<file path="config.mk">
export PLATFORM = sky130hd
export DESIGN_NAME = ladder_interlock_control
export DESIGN_NICKNAME = d
export VERILOG_FILES = /design/src/ladder_interlock_pkg.sv /design/src/line_cond_if.sv /design/src/line_condition_accumulator.sv /design/src/ladder_interlock_control.sv
export SDC_FILE = /design/constraint.sdc
export NUM_CORES = 1
export LEC_CHECK = 0
export BUFFER_PORTS_ARGS = -buffer_cell sky130_fd_sc_hd__buf_2
export CORE_MARGIN = 2
export CORE_UTILIZATION = 48
export DETAILED_ROUTE_END_ITERATION = 10
export GPL_ROUTABILITY_DRIVEN = 0
export PLACE_DENSITY = 0.79
export SYNTH_ARGS = -nofsm -noshare
export SYNTH_HDL_FRONTEND = slang
export SYNTH_SLANG_ARGS = --single-unit
</file>
<file path="constraint.sdc">
create_clock -name clock -period 1.4 [get_ports clock]
set_clock_uncertainty 0.15 [all_clocks]
set_input_delay 0.28 -clock clock [delete_from_list [all_inputs] [get_ports clock]]
set_output_delay 0.28 -clock clock [all_outputs]
set_load 0.05 [all_outputs]
</file>
<file path="src/ladder_interlock_pkg.sv">
package ladder_interlock_pkg;

    // Instruction classes presented by the scan engine, one per address
    typedef enum logic [3:0] {
        OP_NOP = 4'h0,
        OP_LOAD = 4'h1,
        OP_LOAD_NOT = 4'h2,
        OP_AND = 4'h3,
        OP_AND_NOT = 4'h4,
        OP_OR = 4'h5,
        OP_OR_NOT = 4'h6,
        OP_OUTPUT = 4'h7,
        OP_TIMER = 4'h8,
        OP_COUNTER = 4'h9,
        OP_LATCH = 4'hA,
        OP_INTERLOCK_START = 4'hB,
        OP_INTERLOCK_RELEASE = 4'hC,
        OP_STEP_DEFINE = 4'hD,
        OP_SEQUENCE_STAGE_ADVANCE = 4'hE,
        OP_END = 4'hF
    } opcode_t;

    // What the execution unit is told to do with an output-class instruction
    typedef enum logic [1:0] {
        ACT_EXECUTE = 2'h0,
        ACT_RESET = 2'h1,
        ACT_FREEZE = 2'h2,
        ACT_SKIP = 2'h3
    } action_t;

    // Fault vector layout
    localparam int FAULT_W = 4;
    localparam int FAULT_ORPHAN_RELEASE = 0;
    localparam int FAULT_UNPAIRED_START = 1;
    localparam int FAULT_STAGE_IN_SECTION = 2;
    localparam int FAULT_BAD_OPERAND = 3;

    // Reset values
    localparam logic [FAULT_W-1:0] FAULT_RESET = 4'h0;
    localparam logic INHIBIT_RESET = 1'b0;
    localparam logic OPEN_RESET = 1'b0;
    localparam logic COND_RESET = 1'b0;

    // Result latency after an instruction is presented, in clock cycles
    localparam int RESULT_LATENCY = 1;

endpackage

</file>
<file path="src/line_cond_if.sv">
`timescale 1ns/10ps
interface line_cond_if;
    logic valid;
    logic scan_start;
    ladder_interlock_pkg::opcode_t op;
    logic operand_bit;
    logic cond;
    logic pending;

    modport feeder (
        output valid,
        output scan_start,
        output op,
        output operand_bit,
        input cond,
        input pending
    );

    modport accum (
        input valid,
        input scan_start,
        input op,
        input operand_bit,
        output cond,
        output pending
    );
endinterface

</file>
<file path="src/line_condition_accumulator.sv">
`timescale 1ns/10ps
module line_condition_accumulator (
    input wire logic clock,
    input wire logic resetn,
    line_cond_if.accum lif
);

    logic cond_q, cond_d;
    logic pending_q, pending_d;
    logic is_output;

    // Output-class and interlock instructions consume the line's condition
    always_comb begin
        is_output = lif.op inside {ladder_interlock_pkg::OP_OUTPUT,
            ladder_interlock_pkg::OP_TIMER, ladder_interlock_pkg::OP_COUNTER,
            ladder_interlock_pkg::OP_LATCH, ladder_interlock_pkg::OP_INTERLOCK_START,
            ladder_interlock_pkg::OP_INTERLOCK_RELEASE};
        cond_d = cond_q;
        pending_d = lif.scan_start ? 1'b0 : pending_q;
        if (lif.valid) begin
            // The line is folded up to its right-hand instruction before a branch reloads
            case (lif.op)
                ladder_interlock_pkg::OP_LOAD: begin
                    cond_d = lif.operand_bit;
                    pending_d = 1'b1;
                end
                ladder_interlock_pkg::OP_LOAD_NOT: begin
                    cond_d = ~lif.operand_bit;
                    pending_d = 1'b1;
                end
                ladder_interlock_pkg::OP_AND: begin
                    cond_d = cond_q & lif.operand_bit;
                    pending_d = 1'b1;
                end
                ladder_interlock_pkg::OP_AND_NOT: begin
                    cond_d = cond_q & ~lif.operand_bit;
                    pending_d = 1'b1;
                end
                ladder_interlock_pkg::OP_OR: begin
                    cond_d = cond_q | lif.operand_bit;
                    pending_d = 1'b1;
                end
                ladder_interlock_pkg::OP_OR_NOT: begin
                    cond_d = cond_q | ~lif.operand_bit;
                    pending_d = 1'b1;
                end
                default: begin
                    if (is_output) begin
                        pending_d = 1'b0;
                    end
                end
            endcase
        end
    end

    // Registers only
    always_ff @(posedge clock) begin
        if (!resetn) begin
            cond_q <= ladder_interlock_pkg::COND_RESET;
            pending_q <= 1'b0;
        end else begin
            cond_q <= cond_d;
            pending_q <= pending_d;
        end
    end

    assign lif.cond = cond_q;
    assign lif.pending = pending_q;
endmodule

</file>
<file path="src/ladder_interlock_control.sv">
`timescale 1ns/10ps
module ladder_interlock_control (
    input wire logic clock,
    input wire logic resetn,
    input wire logic scan_start,
    input wire logic instr_valid,
    input wire ladder_interlock_pkg::opcode_t instr_op,
    input wire logic operand_bit,
    input wire logic operand_present,
    output logic result_valid_q,
    output ladder_interlock_pkg::action_t result_action_q,
    output logic result_cond_q,
    output logic inhibit_q,
    output logic section_open_q,
    output logic [ladder_interlock_pkg::FAULT_W-1:0] fault_q
);

    line_cond_if lif ();

    // Line condition is kept in the accumulator; it feeds every output instruction
    assign lif.valid = instr_valid;
    assign lif.scan_start = scan_start;
    assign lif.op = instr_op;
    assign lif.operand_bit = operand_bit;

    line_condition_accumulator u_accum (
        .clock(clock),
        .resetn(resetn),
        .lif(lif)
    );

    logic inhibit_d, section_open_d;
    logic result_valid_d, result_cond_d;
    ladder_interlock_pkg::action_t result_action_d;
    logic [ladder_interlock_pkg::FAULT_W-1:0] fault_d, fault_new;
    logic inhibit_base, open_base;
    logic is_lock_op;

    // Start of scan wipes the interlock state before this cycle's instruction
    assign inhibit_base = scan_start ? 1'b0 : inhibit_q;
    assign open_base = scan_start ? 1'b0 : section_open_q;
    assign is_lock_op = (instr_op == ladder_interlock_pkg::OP_INTERLOCK_START) ||
                      (instr_op == ladder_interlock_pkg::OP_INTERLOCK_RELEASE);

    // Interlock flag and section tracking
    always_comb begin
        inhibit_d = inhibit_base;
        section_open_d = open_base;
        if (instr_valid) begin
            case (instr_op)
                ladder_interlock_pkg::OP_INTERLOCK_START: begin
                    // An OFF start suppresses from here on; an ON inner start cannot
                    // lift an outer OFF, so one sticky flag covers nesting
                    inhibit_d = inhibit_base | ~lif.cond;
                    section_open_d = 1'b1;
                end
                ladder_interlock_pkg::OP_INTERLOCK_RELEASE: begin
                    // Normal execution resumes with the next line
                    inhibit_d = 1'b0;
                    section_open_d = 1'b0;
                end
                default: begin
                    inhibit_d = inhibit_base;
                end
            endcase
        end
    end

    // Action chosen for output-class instructions
    always_comb begin
        result_valid_d = 1'b0;
        result_action_d = ladder_interlock_pkg::ACT_EXECUTE;
        result_cond_d = 1'b0;
        if (instr_valid) begin
            case (instr_op)
                ladder_interlock_pkg::OP_OUTPUT: begin
                    result_valid_d = 1'b1;
                    // Suppressed outputs are simply not executed
                    result_action_d = inhibit_base ? ladder_interlock_pkg::ACT_SKIP
                                                   : ladder_interlock_pkg::ACT_EXECUTE;
                    result_cond_d = lif.cond & ~inhibit_base;
                end
                ladder_interlock_pkg::OP_TIMER: begin
                    result_valid_d = 1'b1;
                    result_action_d = inhibit_base ? ladder_interlock_pkg::ACT_RESET
                                                   : ladder_interlock_pkg::ACT_EXECUTE;
                    result_cond_d = lif.cond & ~inhibit_base;
                end
                ladder_interlock_pkg::OP_COUNTER,
                ladder_interlock_pkg::OP_LATCH: begin
                    result_valid_d = 1'b1;
                    // Frozen, not cleared: a latch bit keeps its state
                    result_action_d = inhibit_base ? ladder_interlock_pkg::ACT_FREEZE
                                                   : ladder_interlock_pkg::ACT_EXECUTE;
                    result_cond_d = lif.cond & ~inhibit_base;
                end
                default: begin
                    result_valid_d = 1'b0;
                end
            endcase
        end
    end

    // Program faults; a new fault wins over the clear at scan start
    always_comb begin
        fault_new = '0;
        if (instr_valid) begin
            // A release without an open section has no meaning
            if (instr_op == ladder_interlock_pkg::OP_INTERLOCK_RELEASE && !open_base) begin
                fault_new[ladder_interlock_pkg::FAULT_ORPHAN_RELEASE] = 1'b1;
            end
            // Section left open at end of program
            if (instr_op == ladder_interlock_pkg::OP_END && open_base) begin
                fault_new[ladder_interlock_pkg::FAULT_UNPAIRED_START] = 1'b1;
            end
            if ((instr_op == ladder_interlock_pkg::OP_STEP_DEFINE ||
                 instr_op == ladder_interlock_pkg::OP_SEQUENCE_STAGE_ADVANCE) && open_base) begin
                fault_new[ladder_interlock_pkg::FAULT_STAGE_IN_SECTION] = 1'b1;
            end
            // Interlock instructions take no operand; release line has no conditions.
            // Pending loads left from the previous scan do not count against a new scan.
            if ((is_lock_op && operand_present) ||
                (instr_op == ladder_interlock_pkg::OP_INTERLOCK_RELEASE && lif.pending &&
                 !scan_start)) begin
                fault_new[ladder_interlock_pkg::FAULT_BAD_OPERAND] = 1'b1;
            end
        end
        fault_d = (scan_start ? ladder_interlock_pkg::FAULT_RESET : fault_q) | fault_new;
    end

    // Registers only
    always_ff @(posedge clock) begin
        if (!resetn) begin
            inhibit_q <= ladder_interlock_pkg::INHIBIT_RESET;
            section_open_q <= ladder_interlock_pkg::OPEN_RESET;
            result_valid_q <= 1'b0;
            result_action_q <= ladder_interlock_pkg::ACT_EXECUTE;
            result_cond_q <= ladder_interlock_pkg::COND_RESET;
            fault_q <= ladder_interlock_pkg::FAULT_RESET;
        end else begin
            inhibit_q <= inhibit_d;
            section_open_q <= section_open_d;
            result_valid_q <= result_valid_d;
            result_action_q <= result_action_d;
            result_cond_q <= result_cond_d;
            fault_q <= fault_d;
        end
    end

    // Helper: instruction seen while the section is suppressed
    logic sup_now;
    assign sup_now = instr_valid && inhibit_base;
endmodule

</file>
==> summary.md, run 1 <==
| Metric | Value |
|---|---|
| Status | complete, no violations |
| Hold-fix buffers, CTS | 0 |
| Placed inst area | 758 um^2 |
| Clk_lat worst skew | 270 ps |
| Synth Instances | between 70 and 80 |
| Register area | 241 um^2 |
| Row cnt | 13 |
| Simple-Gate Fraction of Synth Area | 30.9% |
| Area contributors post-synth | dfxtp_1, and2_1, nor2b_1 |
| Dominant cell type by area after synthesis | dfxtp_1 |
| Non-Filler Instances | 114 |
| Total GRT Usage | 19.3% |
| Largest family of logic cells by synthesized area | simple AND/OR/NAND/NOR gates |
| Synth top area share | 37.3% |
| Top FF cell, synth | dfxtp_1 |
| Yosys warns | 0 |
| Detailed Routing Iterations Pass 1 | 4 |
| DR vias | 630 |
| Least-Margin Pin Slew | 247 ps |
| Post-synth EDFFs | 0 |
| Sequential area share after synthesis | 37.3% |
| Count of final max-slew check failures | 0 |
| Logic pwr share | 15.1% |
| Number of H-tree levels | 1 |
| CP Launch Type | flip-flop |
| Buffer depth of the longest clock path | 2 |
| Core area | 1280 um^2 |
| Detailed-route wire length per cell | 12.3 um |
| Fmax | around 0.75 GHz |
| Syn Std Cell Area | 644 um^2 |
| Layout cell share with drive strength beyond 1 | 30.3% |
| Worst EP arrival | 900 ps |
| Clk slew on worst S/H paths | 80 ps |
| Routed wire length | 1.41 mm |
| Fin nets | 110 |
| RSZ-0062 raised after global routing | false |
| Worst relative slew slack | 83.4% |
| Critical Path RT | between 900 and 1000 ps |
| Placed insts | 110 |
| Final Core Density | 61.8% |
| Complex-gate fraction of the synthesized area | 18.1% |
| Total CTS buffers | 3 |
| Final hold viol count | 0 |
| Cell-internal power | 0.550 mW |
| Filler Cells Inserted | 131 |
| CTS tree | built |
| Final period utilization | 94.9% |
| First-pass GRT wire length | 2.10 mm |
| Critical path endpoint category | output port |
| Sw Pwr | approximately 0.18 mW |
| Final Setup Violations | 0 |
| DRC | 0 |
| Seq pwr share | 47.7% |
| Largest delay share family, worst path | flip-flops |
| Slowest cell delay on critical path | 360 ps |
| Starting Density | 50.1% |
| IO Pins | 20 |
| Gr ovfl total | 0 |
| Vias per std cell | approximately 5.5 |
| PwrDens | 919 nW/um^2 |
| Largest net degree at the start of global routing | 12 |
| R2r setup slk | 190 ps |
| Post-synthesis adder-cell area fraction | 0% |
| Xor/xnor share of the synthesized area | 2.72% |
| Synthesized Nets | 87 |
| Dpl hpwl | between 1 and 1.5 mm |
| IO buf count | 19 |
| Clock network fraction of design power | 37.2% |
| Slowest cell on crit path | dfxtp_1 |
| Area occupied by multi-input gates | between 300 and 400 um^2 |
| Die Ht | 40.6 um |
| Remaining antenna violation count after routing | 0 |
| Async S/R FF share, synth | 0% |
| Detailed Route Iter0 Violations | 11 |
| Multiplexer share of the synthesized area | 1.55% |
| Unique masters post-synth | 36 |
| Critical-path cell list | buf_2 |
| Initial antenna violation count | 0 |
| Max Cap Viol | 0 |
| Peak VDD IR | approximately 420 uV |
| Fin crit period | 1330 ps |
| Clk root buf | clkbuf_4 |
| Area grow syn2layout | 23.3% |
| # resized after CTS | 0 |
| Total setup buffers inserted after CTS | 0 |
| Ant diodes | 0 |
| Crit Path Max Fanout | 3 |
| Sw frac | 24.7% |
| Number of global-route vias before repair | 539 |
| Critical path class | flip-flop to output port |
| Worst hold path type | primary input to flip-flop |
| Die X | roughly 41 um |
| Mapped Avg Cell Area | 8.37 um^2 |
| Yosys reg bits | 12 |
| Die ar. | ~1700 um^2 |
| Clk sinks | 12 |
| Buffers & Inverters on Critical Path | 1 |
| Leak Pwr | 0.359 nW |
| Post-route cell area | between 700 and 800 um^2 |
## cells in the mapped netlist (2+ instances only)
master / number
nand4_1: 2
nor3b_1: 2
o22ai_1: 4
and3_1: 2
clkbuf_1: 2
buf_4: 2
nand3b_1: 2
o21ai_1: 2
nor2b_1: 5
nand2b_1: 2
nand4b_1: 2
dfxtp_1: 12
nand2_1: 4
nor2_1: 3
inv_1: 6
and2_1: 5
## worst register-to-register path, stage by stage (launching register included)
cell	delay, ps
dfxtp_2	320
nor2b_1	190
nand4_1	170
o22ai_1	160
and2_1	150
## cells in the final DEF (no fill, tap or decap), types with 3 or more instances in the layout
master and count:
inv_1 6, clkbuf_4 3, nand2_1 4, buf_2 19, nor2b_1 5, and2_1 5, buf_4 5, dfxtp_1 11
o22ai_1 4, nor2_1 3
## stage by stage
step	power (mW)	worst slack [ps]	hold WS [ps]	setup TNS, ps
after floorplan	0.431	132	300	0
after global placement	0.462	22.8	329	0
after detailed placement	0.465	-7.45	330	-7.45
after CTS	0.734	63.2	164	0
after global routing	0.764	22.3	175	0
final	0.730	71.2	170	0
## cells by family (layout without fill, tap and decap cells)
| kind of cell | Yosys count | after routing |
|---|---|---|
| compound gates | 17 | 17 |
| xor+xnor | 2 | 2 |
| buf+inv | 12 | 34 |
| flops | 12 | 12 |
| mux | 1 | 1 |
| simple gates | 33 | 33 |
## sequential cells by signal, indices dropped and copies added, names as in the netlist
register	cells
fault_q	4
result_action_q	2
inhibit_q	1
result_cond_q	1
result_valid_q	1
section_open_q	1
u_accum.lif.cond	1
u_accum.lif.pending	1
## per-layer routing
| layer | wire length (um) | vias to the layer above | GRT usage [%] | share of wire [%] |
|---|---|---|---|---|
| li1 | - | 315 | - | - |
| met1 | 645 | 284 | 22.0 | 46 |
| met2 | 621 | 23 | 31.7 | 44 |
| met3 | 81 | 8 | 4.89 | 5.8 |
| met4 | 57 | 0 | 12.5 | 4.1 |
| met5 | 0 | - | 0 | 0 |
## area by class of cell
class                           count  share of cell area [%]
Sequential cell                    12                    30.4
Clock buffer                        4                    4.57
Multi-Input combinational cell     53                    43.1
Inverter                            6                    2.83
Timing Repair Buffer               24                    16.7
Tap cell                           15                    2.36
## power by group through the flow
stage,logic (mW),clock network [mW],registers [mW]
6_report,0.110,0.272,0.348
3_3_place_gp,0.106,0,0.357
3_5_place_dp,0.108,0,0.357
5_1_grt,0.121,0.294,0.349
4_1_cts,0.109,0.277,0.349
2_1_floorplan,0.0650,0,0.366
## final timing paths
kind | startpoint | endpoint | cells after the start
max | inhibit_q | inhibit_q | 1
min | resetn | inhibit_q | 2
max reg2reg | section_open_q | fault_q[2] | 4
min reg2reg | u_accum.lif.cond | u_accum.lif.cond | 2
(Power assumes the default switching activity.)
==> inputs of run 2 (changes only) <==
--- a/config.mk
+++ b/config.mk
@@ -6,11 +6,14 @@
 export NUM_CORES = 1
 export LEC_CHECK = 0
 export BUFFER_PORTS_ARGS = -buffer_cell sky130_fd_sc_hd__buf_2
+export CAP_MARGIN = 20
 export CORE_MARGIN = 2
 export CORE_UTILIZATION = 48
 export DETAILED_ROUTE_END_ITERATION = 10
 export GPL_ROUTABILITY_DRIVEN = 0
-export PLACE_DENSITY = 0.79
+export PLACE_DENSITY = 0.78
+export REMOVE_ABC_BUFFERS = 1
 export SYNTH_ARGS = -nofsm -noshare
 export SYNTH_HDL_FRONTEND = slang
+export SYNTH_HIERARCHICAL = 1
 export SYNTH_SLANG_ARGS = --single-unit
==> run 2 against run 1 <==
  * Critical path depth unchanged
  * Die area up 4.7%
  * Combinational power up 18%
  * Sequential share of layout area down 2.4 points
  * Register-to-register slack about the same
  * Largest cell class unchanged
  * Largest power group unchanged
==> summary.md, run 2 <==
| Metric | Value |
|---|---|
| Status | complete, no violations |
| Peak VDD IR | 537 uV (+28%) |
| IO buf count | 19 (unchanged) |
| Top FF cell, synth | dfxtp_1 |
| Starting Density | 51.5% (+1.3 points) |
| Least-Margin Pin Slew | 299 ps (+52.1 ps) |
| Post-synth EDFFs | 0 (unchanged) |
| Critical path depth | 1 (unchanged) |
| Reg-to-Reg End | u_accum/lif.cond |
| Post-route cell area | 860 um^2 (+8.2%) |
| Crit Path Max Fanout | 3 (unchanged) |
| Gr ovfl total | 0 (unchanged) |
| Clk slew on worst S/H paths | 70 ps (about the same) |
| Buffers & Inverters on Critical Path | 1 (unchanged) |
| R2r setup slk | 200 ps (about the same) |
| Final Core Density | 65.2% (+3.4 points) |
| Final Setup Violations | 0 (unchanged) |
| Most frequent cells in the layout | buf_2, dfxtp_1, nand2_1 |
| Min-delay src | resetn |
| Initial antenna violation count | 0 (unchanged) |
| Routed wire length | 1.39 mm (-1.4%) |
| Synth Instances | 70 (-9.1%) |
| CP startpoint | section_open_q |
| Total CTS buffers | 3 (unchanged) |
| CTS tree | built |
| Die X | 41.6 um (+2.3%) |
| IO Pins | 20 (unchanged) |
| Non-Filler Instances | 109 (-4.4%) |
| Yosys reg bits | 12 (unchanged) |
| Total GRT Usage | 17.8% (-1.5 points) |
| Remaining antenna violation count after routing | 0 (unchanged) |
| Worst hold path type | primary input to flip-flop |
| Critical path endpoint category | output port |
| Clk sinks | 12 (unchanged) |
| Synth top cells by count | dfxtp_1, nand2_1, a21oi_1, nand3b_1 |
| Worst Setup EP | section_open_q |
| DRC | 0 (unchanged) |
| Final period utilization | 93.5% (-1.4 points) |
| CP Launch Type | flip-flop |
| Fin Hold WS | 165 ps (-4.42 ps) |
| Critical Path RT | 970 ps (about the same) |
| RSZ-0062 raised after global routing | false |
| Max Cap Viol | 0 (unchanged) |
| DR vias | 603 (-4.3%) |
| Detailed Routing Iterations Pass 1 | 4 (unchanged) |
| Area grow syn2layout | 26.8% |
| RR Startpoint | u_accum/lif.cond |
| PwrDens | 868 nW/um^2 (-5.6%) |
| Die Ht | 41.6 um (+2.3%) |
| Most common cell after layout, fill and taps aside | buf_2 |
| Placed inst area | 821 um^2 (+8.3%) |
| Critical-path cell list | buf_2 |
| Number of flip-flops in the largest register | 4 (unchanged) |
| Async S/R FF share, synth | 0% (unchanged) |
| Most numerous cell in the Yosys netlist | dfxtp_1 |
| Buffer depth of the longest clock path | 2 (unchanged) |
| Syn Std Cell Area | 678 um^2 (+5.2%) |
| Worst EP arrival | 880 ps (-20 ps) |
| Layout cell share with drive strength beyond 1 | 41.5% (+11 points) |
| Clk root buf | clkbuf_4 |
| Worst relative slew slack | 80.0% (-3.4 points) |
| Synth top area share | 35.4% (-1.9 points) |
| Most flops, register | fault_q |
| Slowest cell delay on critical path | 350 ps (about the same) |
| Dominant cell type by area after synthesis | dfxtp_1 |
| Number of H-tree levels | 1 (unchanged) |
| Row cnt | 13 (unchanged) |
| Vias per std cell | 5.53 (+0.10%) |
| Critical path class | flip-flop to output port |
| Dpl hpwl | 1.08 mm (+2.7%) |
| Unique masters post-synth | 37 (+2.8%) |
| First-pass GRT wire length | 2.39 mm (+14%) |
| Total power | 0.746 mW (+2.2%) |
| Slowest cell on crit path | dfxtp_1 |
| Fin nets | 105 (-4.5%) |
| Area contributors post-synth | dfxtp_1, nand3b_1, nor4b_2 |
| Largest regs | fault_q x4, result_action_q x2 |
| Clk_lat worst skew | 260 ps (about the same) |
| DP Worst Slack | 23.9 ps (+31.4 ps) |
| Final hold viol count | 0 (unchanged) |
| Largest net degree at the start of global routing | 10 (-2) |
| Detailed-route wire length per cell | 12.7 um (+3.2%) |
| Number of global-route vias before repair | 571 (+5.9%) |
| Sequential area share after synthesis | 35.4% (-1.9 points) |
| Core area | 1320 um^2 (+2.5%) |
| R2R cell count | 4 (unchanged) |
| Largest delay share family, worst path | flip-flops |
| Detailed Route Iter0 Violations | 9 (-2) |
| Leak Pwr | 0.373 nW (+3.8%) |
| Yosys warns | 6 (+6) |
| Fin crit period | 1310 ps (-20.0 ps) |
| Placed insts | 105 (-4.5%) |
| Count of final max-slew check failures | 0 (unchanged) |
| Fmax | 0.764 GHz (+1.5%) |
| Mapped Avg Cell Area | 9.69 um^2 (+16%) |
| Setup TNS Final | 0 ps (unchanged) |
| Setup ws final | 91.2 ps (+20.0 ps) |
| Die ar. | 1730 um^2 (+4.7%) |
| Ant diodes | 0 (unchanged) |
==> run 2: cell count changes after synthesis, moves of 2 or more <==
cell      previous run  this run
o22ai_1              4         0
clkbuf_1             2         0
nor2b_1              5         2
and2_1               5         0
nand4_1              2         0
a32o_2               0         2
nand3b_1             2         4
nor3b_1              2         0
a21oi_1              1         5
nand2_1              4         7
nor4b_2              0         2
inv_1                6         2
==> run 2: area by class of cell <==
| cell class | instances | area (um^2) |
|---|---|---|
| tap | 15 | 18.8 |
| clock buffer | 4 | 36.3 |
| multi-input combinational | 54 | 412 |
| fill | 122 | 458 |
| timing repair buffer | 22 | 145 |
| sequential | 12 | 240 |
| inverter | 2 | 7.51 |
==> run 2: report_power, final <==
part / internal, mW / leakage, nW / switching, mW
logic: 0.0563 / 0.255 / 0.0733
registers: 0.347 / 0.0970 / 0.00380
clock network: 0.158 / 0.0210 / 0.108
total: 0.561 / 0.373 / 0.185
==> run 2: how the worst min path moves through the flow <==
stage	cells after the start	endpoint	slack, ps
final	2	u_accum/lif.pending	170
after detailed placement	2	fault_q[3]	300
after global routing	2	u_accum/lif.pending	180
after CTS	2	u_accum/lif.pending	160
after floorplan	1	u_accum/lif.pending	250
after global placement	2	fault_q[3]	280
==> run 2: timing repair <==
item	4_1_cts	5_1_grt
setup buffers	0	0
hold buffers	0	0
gates resized for setup	0	1
endpoints found under the setup margin	0	1
==> run 2: per-layer routing <==
| metal | GRT usage (%) | share of wire, % | up-vias |
|---|---|---|---|
| li1 | - | - | 307 |
| met1 | 19.9 | 44 | 280 |
| met2 | 32.8 | 50 | 14 |
| met3 | 6.52 | 4.8 | 2 |
| met4 | 1.94 | 0.50 | 0 |
| met5 | 0 | 0 | - |
==> run 2: logic make-up (layout without fill, tap and decap cells) <==
family / count (synthesis) / after routing / share of synthesized area, %
multiplexers: 1 / 1 / 1.66
AO/OA/AOI/OAI: 19 / 19 / 21.2
AND/OR/NAND/NOR: 33 / 33 / 36.5
XOR/XNOR: 1 / 1 / 1.29
flip-flops: 12 / 12 / 35.4
buffers and inverters: 4 / 28 / 3.88
